==> src/tbx_regs.vh <==
// constants for the 10base-t operations and extended control register pair
// assumes inclusion by the management core, its sqe helper module, the station manager model and the bench
`ifndef TBX_REGS_VH
`define TBX_REGS_VH

////////////////////////////////////////////////////////////////////////////////
`define TBX_REG_TEN_OPS       5'h12
`define TBX_REG_EXT_CTL       5'h13
`define TBX_OP_READ           2'h2
`define TBX_OP_WRITE          2'h1
`define TBX_PREAMBLE_BITS     6'h20

////////////////////////////////////////////////////////////////////////////////
`define TBX_OPS_REM_JAB       15
`define TBX_OPS_POL_REV       14
`define TBX_OPS_JAB_INH       5
`define TBX_OPS_APOL_INH      3
`define TBX_OPS_SQE_INH       2
`define TBX_OPS_LINK_INH      1
`define TBX_OPS_SQL_INH       0
`define TBX_OPS_RW_MASK       16'h3fff
`define TBX_OPS_RESET         16'h0010

`define TBX_EXT_NODE          15
`define TBX_EXT_SWMODE        14
`define TBX_EXT_RFAULT        13
`define TBX_EXT_RO_RSVD       10
`define TBX_EXT_AUTO_EN       9
`define TBX_EXT_SWAP_SEL      8
`define TBX_EXT_TRISTATE      7
`define TBX_EXT_AUTO_PD       0
`define TBX_EXT_RW_MASK       16'h1bff
`define TBX_EXT_RESET         16'h0200

////////////////////////////////////////////////////////////////////////////////
`define TBX_CLK_MHZ           200
`define TBX_SQE_TIME_NS       1000
`define TBX_SQE_CYCLES        ((`TBX_SQE_TIME_NS * `TBX_CLK_MHZ + 999) / 1000)

`endif

==> src/tbx_top.v <==
// mdio slave holding the 10base-t operations and extended control registers
// assumes mdc, mdio, tx_en, the crossover pin and the address straps are
// asynchronous pins; all other inputs come from core logic on clk
`timescale 1ns/1ps
`default_nettype none
`include "tbx_regs.vh"

module tbx_top #(
    parameter SQE_CYCLES = `TBX_SQE_CYCLES
) (
    input  wire       clk,
    input  wire       rst,
    input  wire       mdc,
    input  wire       mdio_in,
    output reg        mdio_out,
    output wire       mdio_oe_n,
    input  wire [4:0] phy_addr,
    input  wire       tx_en,
    input  wire       crossover_auto_pin,
    input  wire       polarity_reversed_det,
    input  wire       remote_jabber_det,
    input  wire       partner_link_fault,
    input  wire       speed_10,
    input  wire       full_duplex,
    input  wire       rx_activity,
    input  wire       collision_det,
    input  wire       rx_valid_data,
    input  wire       rx_idle,
    input  wire       link_signal_lost,
    input  wire       resolver_cross,
    input  wire       resolver_done,
    output reg        rx_polarity_correct,
    output reg        jabber_check_en,
    output wire       col,
    output reg        crs,
    output reg        link_pass,
    output reg        crossover_done,
    output reg        pair_cross,
    output reg        tx_pair_oe_n,
    output reg        tx100_power_down
);

    ////////////////////////////////////////////////////////////////////////////
    localparam S_PRE  = 3'h0;
    localparam S_ST   = 3'h1;
    localparam S_HDR  = 3'h2;
    localparam S_TA   = 3'h3;
    localparam S_DATA = 3'h4;

    wire [8:0] pins_sync;
    wire       mdc_s;
    wire       mdio_s;
    wire       tx_en_s;
    wire       auto_pin_s;
    wire [4:0] addr_s;

    reg        mdc_d;
    reg  [2:0] state;
    reg  [5:0] pre_cnt;
    reg  [3:0] bit_cnt;
    reg [11:0] hdr;
    reg        is_read;
    reg        is_write;
    reg        hit_ops;
    reg        hit_ext;
    reg [15:0] wr_shift;
    reg [15:0] rd_shift;
    reg        drive;
    reg [15:0] ops_reg;
    reg [15:0] ext_reg;
    reg        pol_latch;
    reg        jab_latch;
    reg        link_ok;
    reg        data_seen;
    reg        clr_latches;

    wire        mdc_rise;
    wire        mdc_fall;
    wire [11:0] next_hdr;
    wire [15:0] next_wr;
    wire [15:0] ops_view;
    wire [15:0] ext_view;
    wire        sqe_enable;
    wire        sqe_pulse;

    ////////////////////////////////////////////////////////////////////////////
    // pins through two flops before any decode
    tbx_sync #(
        .WIDTH (9)
    ) u_sync (
        .clk      (clk),
        .rst      (rst),
        .async_in ({phy_addr, crossover_auto_pin, tx_en, mdio_in, mdc}),
        .sync_out (pins_sync)
    );

    assign mdc_s      = pins_sync[0];
    assign mdio_s     = pins_sync[1];
    assign tx_en_s    = pins_sync[2];
    assign auto_pin_s = pins_sync[3];
    assign addr_s     = pins_sync[8:4];

    assign mdc_rise = mdc_s && !mdc_d;
    assign mdc_fall = !mdc_s && mdc_d;
    assign next_hdr = {hdr[10:0], mdio_s};
    assign next_wr  = {wr_shift[14:0], mdio_s};

    ////////////////////////////////////////////////////////////////////////////
    // read views; latched status shows the live level or any event since the clear that follows a read
    function [15:0] ops_read;
        input [15:0] stored;
        input        jab;
        input        pol;
        begin
            ops_read = stored & `TBX_OPS_RW_MASK;
            ops_read[`TBX_OPS_REM_JAB] = jab;
            ops_read[`TBX_OPS_POL_REV] = pol;
        end
    endfunction

    function [15:0] ext_read;
        input [15:0] stored;
        input        fault;
        begin
            ext_read = stored & `TBX_EXT_RW_MASK;
            ext_read[`TBX_EXT_NODE]    = 1'b0;
            ext_read[`TBX_EXT_SWMODE]  = 1'b1;
            ext_read[`TBX_EXT_RFAULT]  = fault;
            ext_read[`TBX_EXT_RO_RSVD] = 1'b0;
        end
    endfunction

    assign ops_view = ops_read(ops_reg, jab_latch | remote_jabber_det,
                               pol_latch | polarity_reversed_det);
    assign ext_view = ext_read(ext_reg, partner_link_fault);

    ////////////////////////////////////////////////////////////////////////////
    // frame decode on mdc rising edges
    always @(posedge clk or posedge rst) begin
        if (rst) begin
            mdc_d       <= 1'b0;
            state       <= S_PRE;
            pre_cnt     <= 6'h00;
            bit_cnt     <= 4'h0;
            hdr         <= 12'h000;
            is_read     <= 1'b0;
            is_write    <= 1'b0;
            hit_ops     <= 1'b0;
            hit_ext     <= 1'b0;
            wr_shift    <= 16'h0000;
            ops_reg     <= `TBX_OPS_RESET;
            ext_reg     <= `TBX_EXT_RESET;
            clr_latches <= 1'b0;
        end else begin
            mdc_d       <= mdc_s;
            clr_latches <= 1'b0;
            if (mdc_rise) begin
                case (state)
                    S_PRE: begin
                        if (mdio_s) begin
                            if (pre_cnt != `TBX_PREAMBLE_BITS)
                                pre_cnt <= pre_cnt + 6'h01;
                        end else begin
                            if (pre_cnt == `TBX_PREAMBLE_BITS)
                                state <= S_ST;
                            pre_cnt <= 6'h00;
                        end
                    end
                    S_ST: begin
                        bit_cnt <= 4'h0;
                        state   <= mdio_s ? S_HDR : S_PRE;
                    end
                    S_HDR: begin
                        hdr     <= next_hdr;
                        bit_cnt <= bit_cnt + 4'h1;
                        if (bit_cnt == 4'hb) begin
                            bit_cnt  <= 4'h0;
                            state    <= S_TA;
                            is_read  <= next_hdr[11:10] == `TBX_OP_READ;
                            is_write <= next_hdr[11:10] == `TBX_OP_WRITE;
                            hit_ops  <= next_hdr[9:5] == addr_s &&
                                        next_hdr[4:0] == `TBX_REG_TEN_OPS;
                            hit_ext  <= next_hdr[9:5] == addr_s &&
                                        next_hdr[4:0] == `TBX_REG_EXT_CTL;
                        end
                    end
                    S_TA: begin
                        bit_cnt <= bit_cnt + 4'h1;
                        // clear only after the read snapshot; an event that comes and goes between snapshot and clear is lost
                        if (bit_cnt == 4'h1 && is_read && hit_ops)
                            clr_latches <= 1'b1;
                        if (bit_cnt == 4'h1) begin
                            bit_cnt <= 4'h0;
                            state   <= S_DATA;
                        end
                    end
                    S_DATA: begin
                        wr_shift <= next_wr;
                        bit_cnt  <= bit_cnt + 4'h1;
                        if (bit_cnt == 4'hf) begin
                            state   <= S_PRE;
                            pre_cnt <= 6'h00;
                            // reserved bits other than ext bit 10 take whatever is written; the manager
                            // is trusted to write their defaults back
                            if (is_write && hit_ops)
                                ops_reg <= next_wr & `TBX_OPS_RW_MASK;
                            if (is_write && hit_ext)
                                ext_reg <= next_wr & `TBX_EXT_RW_MASK;
                        end
                    end
                    default: begin
                        state <= S_PRE;
                    end
                endcase
            end
        end
    end

    ////////////////////////////////////////////////////////////////////////////
    // read data goes out on mdc falling edges, zero in second turnaround bit
    always @(posedge clk or posedge rst) begin
        if (rst) begin
            drive    <= 1'b0;
            mdio_out <= 1'b1;
            rd_shift <= 16'h0000;
        end else if (mdc_fall) begin
            if (state == S_TA && bit_cnt == 4'h1 && is_read && (hit_ops || hit_ext)) begin
                drive    <= 1'b1;
                mdio_out <= 1'b0;
                rd_shift <= hit_ops ? ops_view : ext_view;
            end else if (state == S_DATA && drive) begin
                mdio_out <= rd_shift[15];
                rd_shift <= {rd_shift[14:0], 1'b0};
            end else begin
                drive    <= 1'b0;
                mdio_out <= 1'b1;
            end
        end
    end

    assign mdio_oe_n = ~drive;

    ////////////////////////////////////////////////////////////////////////////
    // latched status: an event in the clearing cycle survives the clear
    always @(posedge clk or posedge rst) begin
        if (rst) begin
            pol_latch <= 1'b0;
            jab_latch <= 1'b0;
        end else begin
            pol_latch <= polarity_reversed_det | (pol_latch & ~clr_latches);
            jab_latch <= remote_jabber_det | (jab_latch & ~clr_latches);
        end
    end

    ////////////////////////////////////////////////////////////////////////////
    // sqe test: node only, so the sqe inhibit bit, full duplex or a speed other than 10 suppresses; the bit itself is untouched
    assign sqe_enable = ~ops_reg[`TBX_OPS_SQE_INH] & speed_10 & ~full_duplex;

    tbx_sqe #(
        .PULSE_CYCLES (SQE_CYCLES)
    ) u_sqe (
        .clk         (clk),
        .rst         (rst),
        .tx_en       (tx_en_s),
        .test_enable (sqe_enable),
        .sqe_pulse   (sqe_pulse)
    );

    assign col = collision_det | sqe_pulse;

    ////////////////////////////////////////////////////////////////////////////
    // 10base-t link integrity; squelch inhibit demands an idle after data
    always @(posedge clk or posedge rst) begin
        if (rst) begin
            link_ok   <= 1'b0;
            data_seen <= 1'b0;
        end else if (link_signal_lost) begin
            link_ok   <= 1'b0;
            data_seen <= 1'b0;
        end else begin
            if (rx_valid_data)
                data_seen <= 1'b1;
            if (!ops_reg[`TBX_OPS_SQL_INH] && rx_valid_data)
                link_ok <= 1'b1;
            else if (ops_reg[`TBX_OPS_SQL_INH] && data_seen && rx_idle)
                link_ok <= 1'b1;
        end
    end

    ////////////////////////////////////////////////////////////////////////////
    // control outputs, registered so they are defined from reset
    always @(posedge clk or posedge rst) begin
        if (rst) begin
            rx_polarity_correct <= 1'b0;
            jabber_check_en     <= 1'b1;
            crs                 <= 1'b0;
            link_pass           <= 1'b0;
            crossover_done      <= 1'b0;
            pair_cross          <= 1'b0;
            tx_pair_oe_n        <= 1'b0;
            tx100_power_down    <= 1'b0;
        end else begin
            // correction keeps the receive path usable either way round
            rx_polarity_correct <= polarity_reversed_det &
                                   ~ops_reg[`TBX_OPS_APOL_INH];
            jabber_check_en     <= ~ops_reg[`TBX_OPS_JAB_INH];
            crs                 <= tx_en_s | rx_activity;
            link_pass           <= ops_reg[`TBX_OPS_LINK_INH] | link_ok;
            if (ext_reg[`TBX_EXT_AUTO_EN] && auto_pin_s) begin
                // an inverted cable never lets the resolver finish
                crossover_done <= resolver_done & ~polarity_reversed_det;
                pair_cross     <= resolver_cross;
            end else begin
                crossover_done <= 1'b0;
                pair_cross     <= ~ext_reg[`TBX_EXT_AUTO_EN] &
                                  ext_reg[`TBX_EXT_SWAP_SEL];
            end
            tx_pair_oe_n     <= ext_reg[`TBX_EXT_TRISTATE];
            tx100_power_down <= ext_reg[`TBX_EXT_AUTO_PD] & speed_10;
        end
    end

endmodule

`default_nettype wire

==> src/tbx_sync.v <==
// two flip-flop synchroniser for a bundle of asynchronous levels
// assumes each bit is an independent level; no bus coherence is given
`timescale 1ns/1ps
`default_nettype none

module tbx_sync #(
    parameter WIDTH = 1
) (
    input  wire             clk,
    input  wire             rst,
    input  wire [WIDTH-1:0] async_in,
    output wire [WIDTH-1:0] sync_out
);

    reg [WIDTH-1:0] stage1;
    reg [WIDTH-1:0] stage2;

    ////////////////////////////////////////////////////////////////////////////
    always @(posedge clk or posedge rst) begin
        if (rst) begin
            stage1 <= {WIDTH{1'b0}};
            stage2 <= {WIDTH{1'b0}};
        end else begin
            stage1 <= async_in;
            stage2 <= stage1;
        end
    end

    assign sync_out = stage2;

endmodule

`default_nettype wire

==> src/tbx_sqe.v <==
// sqe test pulse generator: one collision pulse after each transmit end
// assumes tx_en is already synchronous to clk
`timescale 1ns/1ps
`default_nettype none
`include "tbx_regs.vh"

module tbx_sqe #(
    parameter PULSE_CYCLES = `TBX_SQE_CYCLES
) (
    input  wire clk,
    input  wire rst,
    input  wire tx_en,
    input  wire test_enable,
    output reg  sqe_pulse
);

    reg        tx_en_d;
    reg [15:0] width_cnt;

    ////////////////////////////////////////////////////////////////////////////
    // enable is looked at only on the falling edge of tx_en
    always @(posedge clk or posedge rst) begin
        if (rst) begin
            tx_en_d   <= 1'b0;
            width_cnt <= 16'h0000;
            sqe_pulse <= 1'b0;
        end else begin
            tx_en_d <= tx_en;
            if (tx_en_d && !tx_en && test_enable) begin
                width_cnt <= PULSE_CYCLES[15:0];
                sqe_pulse <= 1'b1;
            end else if (width_cnt > 16'h0001) begin
                width_cnt <= width_cnt - 16'h0001;
            end else begin
                width_cnt <= 16'h0000;
                sqe_pulse <= 1'b0;
            end
        end
    end

endmodule

`default_nettype wire

==> config.mk <==
export PLATFORM = sky130hd
export DESIGN_NAME = tbx_top
export DESIGN_NICKNAME = d
export VERILOG_FILES = /design/src/tbx_top.v /design/src/tbx_sync.v /design/src/tbx_sqe.v
export VERILOG_INCLUDE_DIRS = /design/src
export SDC_FILE = /design/constraint.sdc
export NUM_CORES = 1
export LEC_CHECK = 0
export BUFFER_PORTS_ARGS = -buffer_cell sky130_fd_sc_hd__buf_2
export CORE_UTILIZATION = 55
export CTS_CLUSTER_DIAMETER = 30
export DETAILED_ROUTE_END_ITERATION = 10
export GPL_TIMING_DRIVEN = 0
export PLACE_DENSITY = 0.75
export SKIP_CTS_REPAIR_TIMING = 1
export SLEW_MARGIN = 15
export SYNTH_ARGS = -nofsm -noshare
export SYNTH_HDL_FRONTEND = slang
export SYNTH_HIERARCHICAL = 1
export SYNTH_SLANG_ARGS = --single-unit
==> constraint.sdc <==
create_clock -name clk -period 4.45 [get_ports clk]
set_input_delay 0.89 -clock clk [delete_from_list [all_inputs] [get_ports clk]]
set_output_delay 0.89 -clock clk [all_outputs]
set_load 0.02 [all_outputs]
==> results of run 1 <==
[final cells by class]
| type | instances | share of cell area [%] |
|---|---|---|
| timing repair buffer | 34 | 2.85 |
| clock buffer | 24 | 6.95 |
| tap | 136 | 2.51 |
| sequential | 135 | 50.0 |
| inverter | 26 | 1.48 |
| clock inverter | 8 | 1.42 |
| buffer | 15 | 1.22 |
| multi-input combinational | 286 | 33.6 |
[power by group]
| group | internal (W) | switching [W] |
|---|---|---|
| clock | 0.000839 | 0.000493 |
| combinational | 0.0000880 | 0.000118 |
| sequential | 0.00129 | 0.0000789 |
[Yosys cell counts, types with 4 or more instances]
library cell / count
sky130_fd_sc_hd__nor2b_1: 4
sky130_fd_sc_hd__nand3_1: 17
sky130_fd_sc_hd__nand2b_1: 6
sky130_fd_sc_hd__clkbuf_1: 5
sky130_fd_sc_hd__nand4_1: 7
sky130_fd_sc_hd__nand2_1: 21
sky130_fd_sc_hd__mux2_1: 20
sky130_fd_sc_hd__buf_2: 6
sky130_fd_sc_hd__ha_1: 6
sky130_fd_sc_hd__dfrtp_1: 131
sky130_fd_sc_hd__a22o_1: 7
sky130_fd_sc_hd__nor2_1: 29
sky130_fd_sc_hd__nor3b_1: 4
sky130_fd_sc_hd__o21ai_0: 15
sky130_fd_sc_hd__xnor2_1: 8
sky130_fd_sc_hd__mux2i_1: 15
sky130_fd_sc_hd__mux2_2: 56
sky130_fd_sc_hd__dfstp_2: 4
sky130_fd_sc_hd__nor3_1: 6
sky130_fd_sc_hd__inv_1: 26
sky130_fd_sc_hd__a21oi_1: 7
sky130_fd_sc_hd__xor2_1: 10
[worst max-delay path, stage by stage]
cell	delay [ns]
sky130_fd_sc_hd__buf_2	0.09
sky130_fd_sc_hd__or2_2	0.27
sky130_fd_sc_hd__buf_2	0.16
[metrics by stage]
stage / TNS (ns) / area, um^2 / std cells / hold WS (ns)
CTS: 0 / 6770 / 664 / 0.346
global placement: -10.62 / 6170 / 631 / 0.332
floorplan: 0 / 5840 / 462 / 0.331
detailed placement: 0 / 6200 / 632 / 0.336
global route: 0 / 6770 / 664 / 0.355
finish: 0 / 6770 / 664 / 0.341
[per-layer routing]
layer  global-route usage (%)  vias to the layer above  part of all wire (%)
li1                         -                     1735                     -
met1                     29.9                     1850                    45
met2                     35.6                       73                    49
met3                     5.05                       21                   3.7
met4                     10.4                        0                   2.1
met5                        0                        -                     0
[kinds of logic (layout without fill, tap and decap cells)]
kind of cell | after synthesis | after routing | share of synthesized area, %
xor+xnor | 18 | 18 | 2.70
fa+ha+maj | 6 | 6 | 1.29
compound gates | 50 | 50 | 5.87
mux | 91 | 91 | 17.2
simple gates | 121 | 121 | 11.9
flops | 135 | 135 | 57.9
buf+inv | 41 | 107 | 3.09
[worst max-delay path by stage]
stage | from | to | slack (ns) | depth (start not counted)
detailed placement | collision_det | col | 2.14 | 3
global route | bit_cnt[0]$_DFFE_PP0P_ | rd_shift[1]$_DFFE_PP0P_ | 2.06 | 7
CTS | bit_cnt[0]$_DFFE_PP0P_ | rd_shift[3]$_DFFE_PP0P_ | 2.13 | 7
floorplan | rst | bit_cnt[0]$_DFFE_PP0P_ | 0.98 | 1
global placement | rst | bit_cnt[3]$_DFFE_PP0P_ | -0.12 | 2
finish | collision_det | col | 2.15 | 3
[cell usage in the layout, fill, tap and decap left out, types with 3 or more instances in the layout]
master	n
sky130_fd_sc_hd__a21o_1	3
sky130_fd_sc_hd__a21oi_1	7
sky130_fd_sc_hd__a22o_1	7
sky130_fd_sc_hd__buf_2	39
sky130_fd_sc_hd__buf_4	3
sky130_fd_sc_hd__clkbuf_1	9
sky130_fd_sc_hd__clkbuf_16	16
sky130_fd_sc_hd__clkbuf_8	4
sky130_fd_sc_hd__clkinv_2	4
sky130_fd_sc_hd__dfrtp_1	131
sky130_fd_sc_hd__dfstp_2	4
sky130_fd_sc_hd__ha_1	6
sky130_fd_sc_hd__inv_1	25
sky130_fd_sc_hd__mux2_1	20
sky130_fd_sc_hd__mux2_2	56
sky130_fd_sc_hd__mux2i_1	15
sky130_fd_sc_hd__nand2_1	21
sky130_fd_sc_hd__nand2b_1	6
sky130_fd_sc_hd__nand3_1	17
sky130_fd_sc_hd__nand3b_1	3
sky130_fd_sc_hd__nand4_1	7
sky130_fd_sc_hd__nor2_1	29
sky130_fd_sc_hd__nor2b_1	4
sky130_fd_sc_hd__nor3_1	6
sky130_fd_sc_hd__nor3b_1	4
sky130_fd_sc_hd__nor4_1	3
sky130_fd_sc_hd__nor4_4	3
sky130_fd_sc_hd__o21ai_0	15
sky130_fd_sc_hd__o22ai_1	3
sky130_fd_sc_hd__or2_2	3
sky130_fd_sc_hd__or4b_1	3
sky130_fd_sc_hd__xnor2_1	8
sky130_fd_sc_hd__xor2_1	10
==> tab_implementation.tex, run 1 <==
\begin{tabular}{lr}
\hline
Metric & Value \\
\hline
\multicolumn{2}{l}{\textbf{Synthesis}} \\
Count of synthesis-stage warnings from yosys & 6 \\
Number of enable-type register cells in the synthesized netlist & 0 \\
Fraction of registers with async set/reset & 100\% \\
Number of distinct library cells after synthesis & 53 \\
Biggest area contributors in the synthesized netlist & sky130\_fd\_sc\_hd\_\_dfrtp\_1, sky130\_fd\_sc\_hd\_\_mux2\_2, sky130\_fd\_sc\_hd\_\_mux2\_1 \\
Top\_reg\_cell synth & sky130\_fd\_sc\_hd\_\_dfrtp\_1 \\
Number of storage elements in the synthesis netlist & 135 \\
Mapped Nets & 491 \\
Synthesized cell area & 5840 um\^{}2 \\
Count of mapped cells out of synthesis & 462 \\
Synthesized area per cell & 12.6 um\^{}2 \\
Share of the synthesized area in the top cell type & 56.1\% \\
Largest area contributor in the synthesized netlist & sky130\_fd\_sc\_hd\_\_dfrtp\_1 \\
Part of the Yosys area used for sequential elements & 57.9\% \\
\multicolumn{2}{l}{\textbf{Timing}} \\
Final worst setup slack & 2.15 ns \\
Post-route fraction of the period consumed by the critical path & 51.7\% \\
Shortest clock period the worst path allows after layout & 2.30 ns \\
Worst-case clock skew & 0.00669 ns \\
Setup repair after global routing missed its margin & no \\
Slew @ Worst Pin & 0.835 ns \\
Slew Limit Fails & 0 \\
Max transition margin & 43.8\% \\
Total setup violations reported at the end of the flow & 0 \\
Peak Freq & 0.435 GHz \\
Number of endpoints with negative hold slack in the final report & 0 \\
\multicolumn{2}{l}{\textbf{Clock tree}} \\
Worst skew pair latency & 0.52 ns \\
Max Root-Sink Buffers & 2 \\
H-tree lvl count & 4 \\
TritonCTS Sinks & 135 \\
TritonCTS clock tree & yes \\
Clock transition at the registers of the reported paths & 0.06 ns \\
Number of buffers created by CTS & 17 \\
Root buffer selected by CTS & sky130\_fd\_sc\_hd\_\_clkbuf\_8 \\
\multicolumn{2}{l}{\textbf{Detailed routing}} \\
Mean routed wirelength per cell & 16.5 um \\
Via/cell ratio & 5.54 \\
Vias after detailed routing & 3679 \\
DRC Markers & 0 \\
Antenna Nets Post-Route & 0 \\
Detailed Routing Iterations Pass 1 & 5 \\
Count of routing violations after the opening detailed-route iteration & 120 \\
Total wirelength of the detailed-routed design & 10.9 mm \\
\multicolumn{2}{l}{\textbf{Floorplanning}} \\
Starting utilization of the core area & 56.6\% \\
Die width & 105 um \\
Height of the die & 105 um \\
Total Die Area & 11000 um\^{}2 \\
IO Pins & 34 \\
Core Rows & 37 \\
Standard cell core area & 10300 um\^{}2 \\
\multicolumn{2}{l}{\textbf{Worst setup path}} \\
Capturing point of the worst reg2reg path & rd\_shift[3]\$\_DFFE\_PP0P\_ \\
Data arrival at the endpoint of the critical path & 1.41 ns \\
Reg-to-Reg Start & bit\_cnt[0]\$\_DFFE\_PP0P\_ \\
Worst Setup End Kind & output pin \\
Critical Path Source Type & primary input \\
CP max FO & 1 \\
Setup slack of the worst register-to-register path & 2.16 ns \\
Required time of the worst setup path & 3.56 ns \\
Cells on worst reg2reg path & 7 \\
Startpoint-to-endpoint class of the critical path & in2out \\
\multicolumn{2}{l}{\textbf{Finish}} \\
Combined area of the multi-input logic cells & 2280 um\^{}2 \\
Diode count & 0 \\
Reg area & 3380 um\^{}2 \\
Post-route core utilization & 65.6\% \\
Net total in the final layout & 544 \\
Number of filler cells placed in the layout & 763 \\
Layout cell share with drive strength beyond 1 & 27.5\% \\
Synthesis-to-layout area growth & 16.0\% \\
\multicolumn{2}{l}{\textbf{Power and ir drop}} \\
Max IR drop VDD & 0.296 mV \\
Leakage & 3.24 nW \\
Tot Pwr & 0.00291 W \\
Power Dens Cells & 429 nW/um\^{}2 \\
\multicolumn{2}{l}{\textbf{Worst hold path}} \\
Number of stages on the worst hold path & 0 \\
Hold path startpoint & u\_sync/stage1[6]\$\_DFF\_PP0\_ \\
Worst hold-check path type & reg2reg \\
Worst-case hold path end point & u\_sync/sync\_out[6]\$\_DFF\_PP0\_ \\
\multicolumn{2}{l}{\textbf{Global route}} \\
Global route overflow & 0 \\
Total global-route track usage & 22.6\% \\
First-pass GRT wire length & 19.0 mm \\
Vias in the first global route & 3888 \\
Antenna violations before repair & 0 \\
Largest net degree at the start of global routing & 55 \\
\multicolumn{2}{l}{\textbf{Outcome}} \\
Result of the run & finished clean \\
\multicolumn{2}{l}{\textbf{Placement}} \\
IO Port Bufs & 33 \\
DP HPWL & 7.42 mm \\
Worst setup slack after placement & 2.14 ns \\
Placer Congestion & 0.816 \\
\multicolumn{2}{l}{\textbf{Run}} \\
Max capacitance violation total & 0 \\
\hline
\end{tabular}
No activity file was read; power rests on OpenSTA's default activity.
==> run 2: changes to the inputs <==
Clock period 4.45 ns to 2.3 ns, I/O delays scaled along.
==> tab_implementation.tex, run 2 (same netlist as run 1, synthesis figures left out) <==
\begin{tabular}{lr}
\hline
Metric & Value \\
\hline
\multicolumn{2}{l}{\textbf{Worst hold path}} \\
Worst hold-check path type & in2reg (was reg2reg) \\
Number of stages on the worst hold path & 1 (was 0) \\
Worst-case hold path end point & u\_sync/stage1[2]\$\_DFF\_PP0\_ (was u\_sync/sync\_out[6]\$\_DFF\_PP0\_) \\
Hold path startpoint & tx\_en (was u\_sync/stage1[6]\$\_DFF\_PP0\_) \\
\multicolumn{2}{l}{\textbf{Finish}} \\
Diode count & 0 (unchanged) \\
Number of filler cells placed in the layout & 756 (was 763) \\
Combined area of the multi-input logic cells & 2290 um\^{}2 (was 2280 um\^{}2) \\
Non-filler cells, final & 665 (was 664) \\
Leading cell types in the layout, fill and taps excluded & sky130\_fd\_sc\_hd\_\_dfrtp\_1, sky130\_fd\_sc\_hd\_\_mux2\_2, sky130\_fd\_sc\_hd\_\_buf\_2 (unchanged) \\
Reg area & 3380 um\^{}2 (unchanged) \\
Layout cell share with drive strength beyond 1 & 27.8\% (was 27.5\%) \\
Synthesis-to-layout area growth & 17.1\% (was 16.0\%) \\
Net total in the final layout & 547 (was 544) \\
Most frequent standard cell in the layout excluding fill and tap cells & sky130\_fd\_sc\_hd\_\_dfrtp\_1 (unchanged) \\
\multicolumn{2}{l}{\textbf{Placement}} \\
Placer Congestion & 0.813 (was 0.816) \\
DP HPWL & 7.33 mm (was 7.42 mm) \\
Number of placed cells counting well taps & 634 (was 632) \\
Worst setup slack after placement & 0.0235 ns (was 2.14 ns) \\
IO Port Bufs & 33 (unchanged) \\
\multicolumn{2}{l}{\textbf{Worst setup path}} \\
Critical Path Source Type & flip-flop (was primary input) \\
Reg-to-Reg Start & bit\_cnt[1]\$\_DFFE\_PP0P\_ (was bit\_cnt[0]\$\_DFFE\_PP0P\_) \\
CP max FO & 10 (was 1) \\
Data arrival at the endpoint of the critical path & 2.59 ns (was 1.41 ns) \\
Cells on worst reg2reg path & 8 (was 7) \\
Setup slack of the worst register-to-register path & 0.11 ns (was 2.16 ns) \\
Required time of the worst setup path & 2.70 ns (was 3.56 ns) \\
Worst Setup End Kind & flip-flop (was output pin) \\
Startpoint-to-endpoint class of the critical path & reg2reg (was in2out) \\
Capturing point of the worst reg2reg path & rd\_shift[10]\$\_DFFE\_PP0P\_ (was rd\_shift[3]\$\_DFFE\_PP0P\_) \\
\multicolumn{2}{l}{\textbf{Power and ir drop}} \\
Power Dens Cells & 832 nW/um\^{}2 (was 429 nW/um\^{}2) \\
Leakage & 3.26 nW (was 3.24 nW) \\
Max IR drop VDD & 0.741 mV (was 0.296 mV) \\
\multicolumn{2}{l}{\textbf{Detailed routing}} \\
Mean routed wirelength per cell & 16.7 um (was 16.5 um) \\
Detailed Routing Iterations Pass 1 & 4 (was 5) \\
Via/cell ratio & 5.52 (was 5.54) \\
Antenna Nets Post-Route & 0 (unchanged) \\
Vias after detailed routing & 3671 (was 3679) \\
Count of routing violations after the opening detailed-route iteration & 144 (was 120) \\
Total wirelength of the detailed-routed design & 11.1 mm (was 10.9 mm) \\
DRC Markers & 0 (unchanged) \\
\multicolumn{2}{l}{\textbf{Global route}} \\
Global route overflow & 0 (unchanged) \\
Largest net degree at the start of global routing & 31 (was 55) \\
Total global-route track usage & 22.4\% (was 22.6\%) \\
First-pass GRT wire length & 18.8 mm (was 19.0 mm) \\
Antenna violations before repair & 0 (unchanged) \\
Vias in the first global route & 3877 (was 3888) \\
\multicolumn{2}{l}{\textbf{Timing}} \\
Final worst setup slack & 0.114 ns (was 2.15 ns) \\
Worst hold margin & 0.0433 ns (was 0.341 ns) \\
Slew Limit Fails & 0 (unchanged) \\
Post-route fraction of the period consumed by the critical path & 95.0\% \\
Peak Freq & 0.458 GHz \\
Max transition margin & 42.1\% (was 43.8\%) \\
Total setup violations reported at the end of the flow & 0 (unchanged) \\
Worst-case clock skew & 0.00772 ns (was 0.00669 ns) \\
Number of endpoints with negative hold slack in the final report & 0 (unchanged) \\
Shortest clock period the worst path allows after layout & 2.19 ns \\
Slew @ Worst Pin & 0.860 ns (was 0.835 ns) \\
\multicolumn{2}{l}{\textbf{Clock tree}} \\
Number of buffers created by CTS & 17 (unchanged) \\
H-tree lvl count & 4 (unchanged) \\
Worst skew pair latency & 0.52 ns (about the same) \\
Max Root-Sink Buffers & 2 (unchanged) \\
TritonCTS clock tree & yes (unchanged) \\
TritonCTS Sinks & 135 (unchanged) \\
Clock transition at the registers of the reported paths & 0.06 ns (about the same) \\
Root buffer selected by CTS & sky130\_fd\_sc\_hd\_\_clkbuf\_8 (unchanged) \\
\multicolumn{2}{l}{\textbf{Floorplanning}} \\
Starting utilization of the core area & 56.6\% (unchanged) \\
Die width & 105 um (unchanged) \\
Core Rows & 37 (unchanged) \\
IO Pins & 34 (unchanged) \\
Standard cell core area & 10300 um\^{}2 (unchanged) \\
Height of the die & 105 um (unchanged) \\
Total Die Area & 11000 um\^{}2 (unchanged) \\
\multicolumn{2}{l}{\textbf{Outcome}} \\
Result of the run & finished clean (unchanged) \\
\multicolumn{2}{l}{\textbf{Run}} \\
Max capacitance violation total & 0 (unchanged) \\
\hline
\end{tabular}
==> run 2: final cells by class <==
| class | instances | share of cell area (%) |
|---|---|---|
| Tap cell | 136 | 2.49 |
| Multi-Input combinational cell | 286 | 33.5 |
| Inverter | 26 | 1.48 |
| Buffer | 15 | 1.21 |
| Clock inverter | 9 | 1.85 |
| Sequential cell | 135 | 49.5 |
| Clock buffer | 21 | 6.57 |
| Timing Repair Buffer | 37 | 3.44 |
==> run 2: worst max-delay path, stage by stage, from the launching register on <==
cell and delay [ns]:
sky130_fd_sc_hd__dfrtp_1 0.41, sky130_fd_sc_hd__inv_1 0.07, sky130_fd_sc_hd__ha_1 0.14, sky130_fd_sc_hd__nor3b_4 0.32
sky130_fd_sc_hd__o211a_1 0.21, sky130_fd_sc_hd__buf_4 0.21, sky130_fd_sc_hd__buf_2 0.31, sky130_fd_sc_hd__o22ai_1 0.11
sky130_fd_sc_hd__mux2_2 0.27
==> run 2: stage by stage <==
step	TNS, ns	area [um^2]	utilization, %	power [W]
2_1_floorplan	0	5840	-	0.00296
3_3_place_gp	0	6180	59.8	0.00305
3_5_place_dp	0	6240	60.4	0.00309
4_1_cts	-0.123	6810	66.0	0.00574
5_1_grt	-0.0134	6840	66.2	0.00591
6_report	0	6840	66.2	0.00569
==> run 2: worst max path at each step <==
stage / start / endpoint / slack, ns / depth (start not counted)
global route: hit_ops$_DFFE_PP0P_ / rd_shift[6]$_DFFE_PP0P_ / -0.01 / 5
CTS: bit_cnt[1]$_DFFE_PP0P_ / rd_shift[15]$_DFFE_PP0P_ / -0.04 / 8
global placement: rst / bit_cnt[2]$_DFFE_PP0P_ / 0.04 / 2
detailed placement: bit_cnt[1]$_DFFE_PP0P_ / rd_shift[15]$_DFFE_PP0P_ / 0.02 / 8
floorplan: bit_cnt[0]$_DFFE_PP0P_ / rd_shift[15]$_DFFE_PP0P_ / 0.29 / 7
finish: bit_cnt[1]$_DFFE_PP0P_ / rd_shift[10]$_DFFE_PP0P_ / 0.11 / 8
==> run 2: power breakdown <==
group / internal [W] / switching (W)
clock network: 0.00169 / 0.000948
registers: 0.00249 / 0.000154
logic: 0.000177 / 0.000231
==> run 2: routing by layer <==
metal / up-vias / track usage (%) / wire (um)
met5: - / 0 / 0
met4: 0 / 10.2 / 184
met3: 14 / 4.93 / 296
li1: 1738 / - / -
met1: 1866 / 29.3 / 5120
met2: 53 / 35.9 / 5490
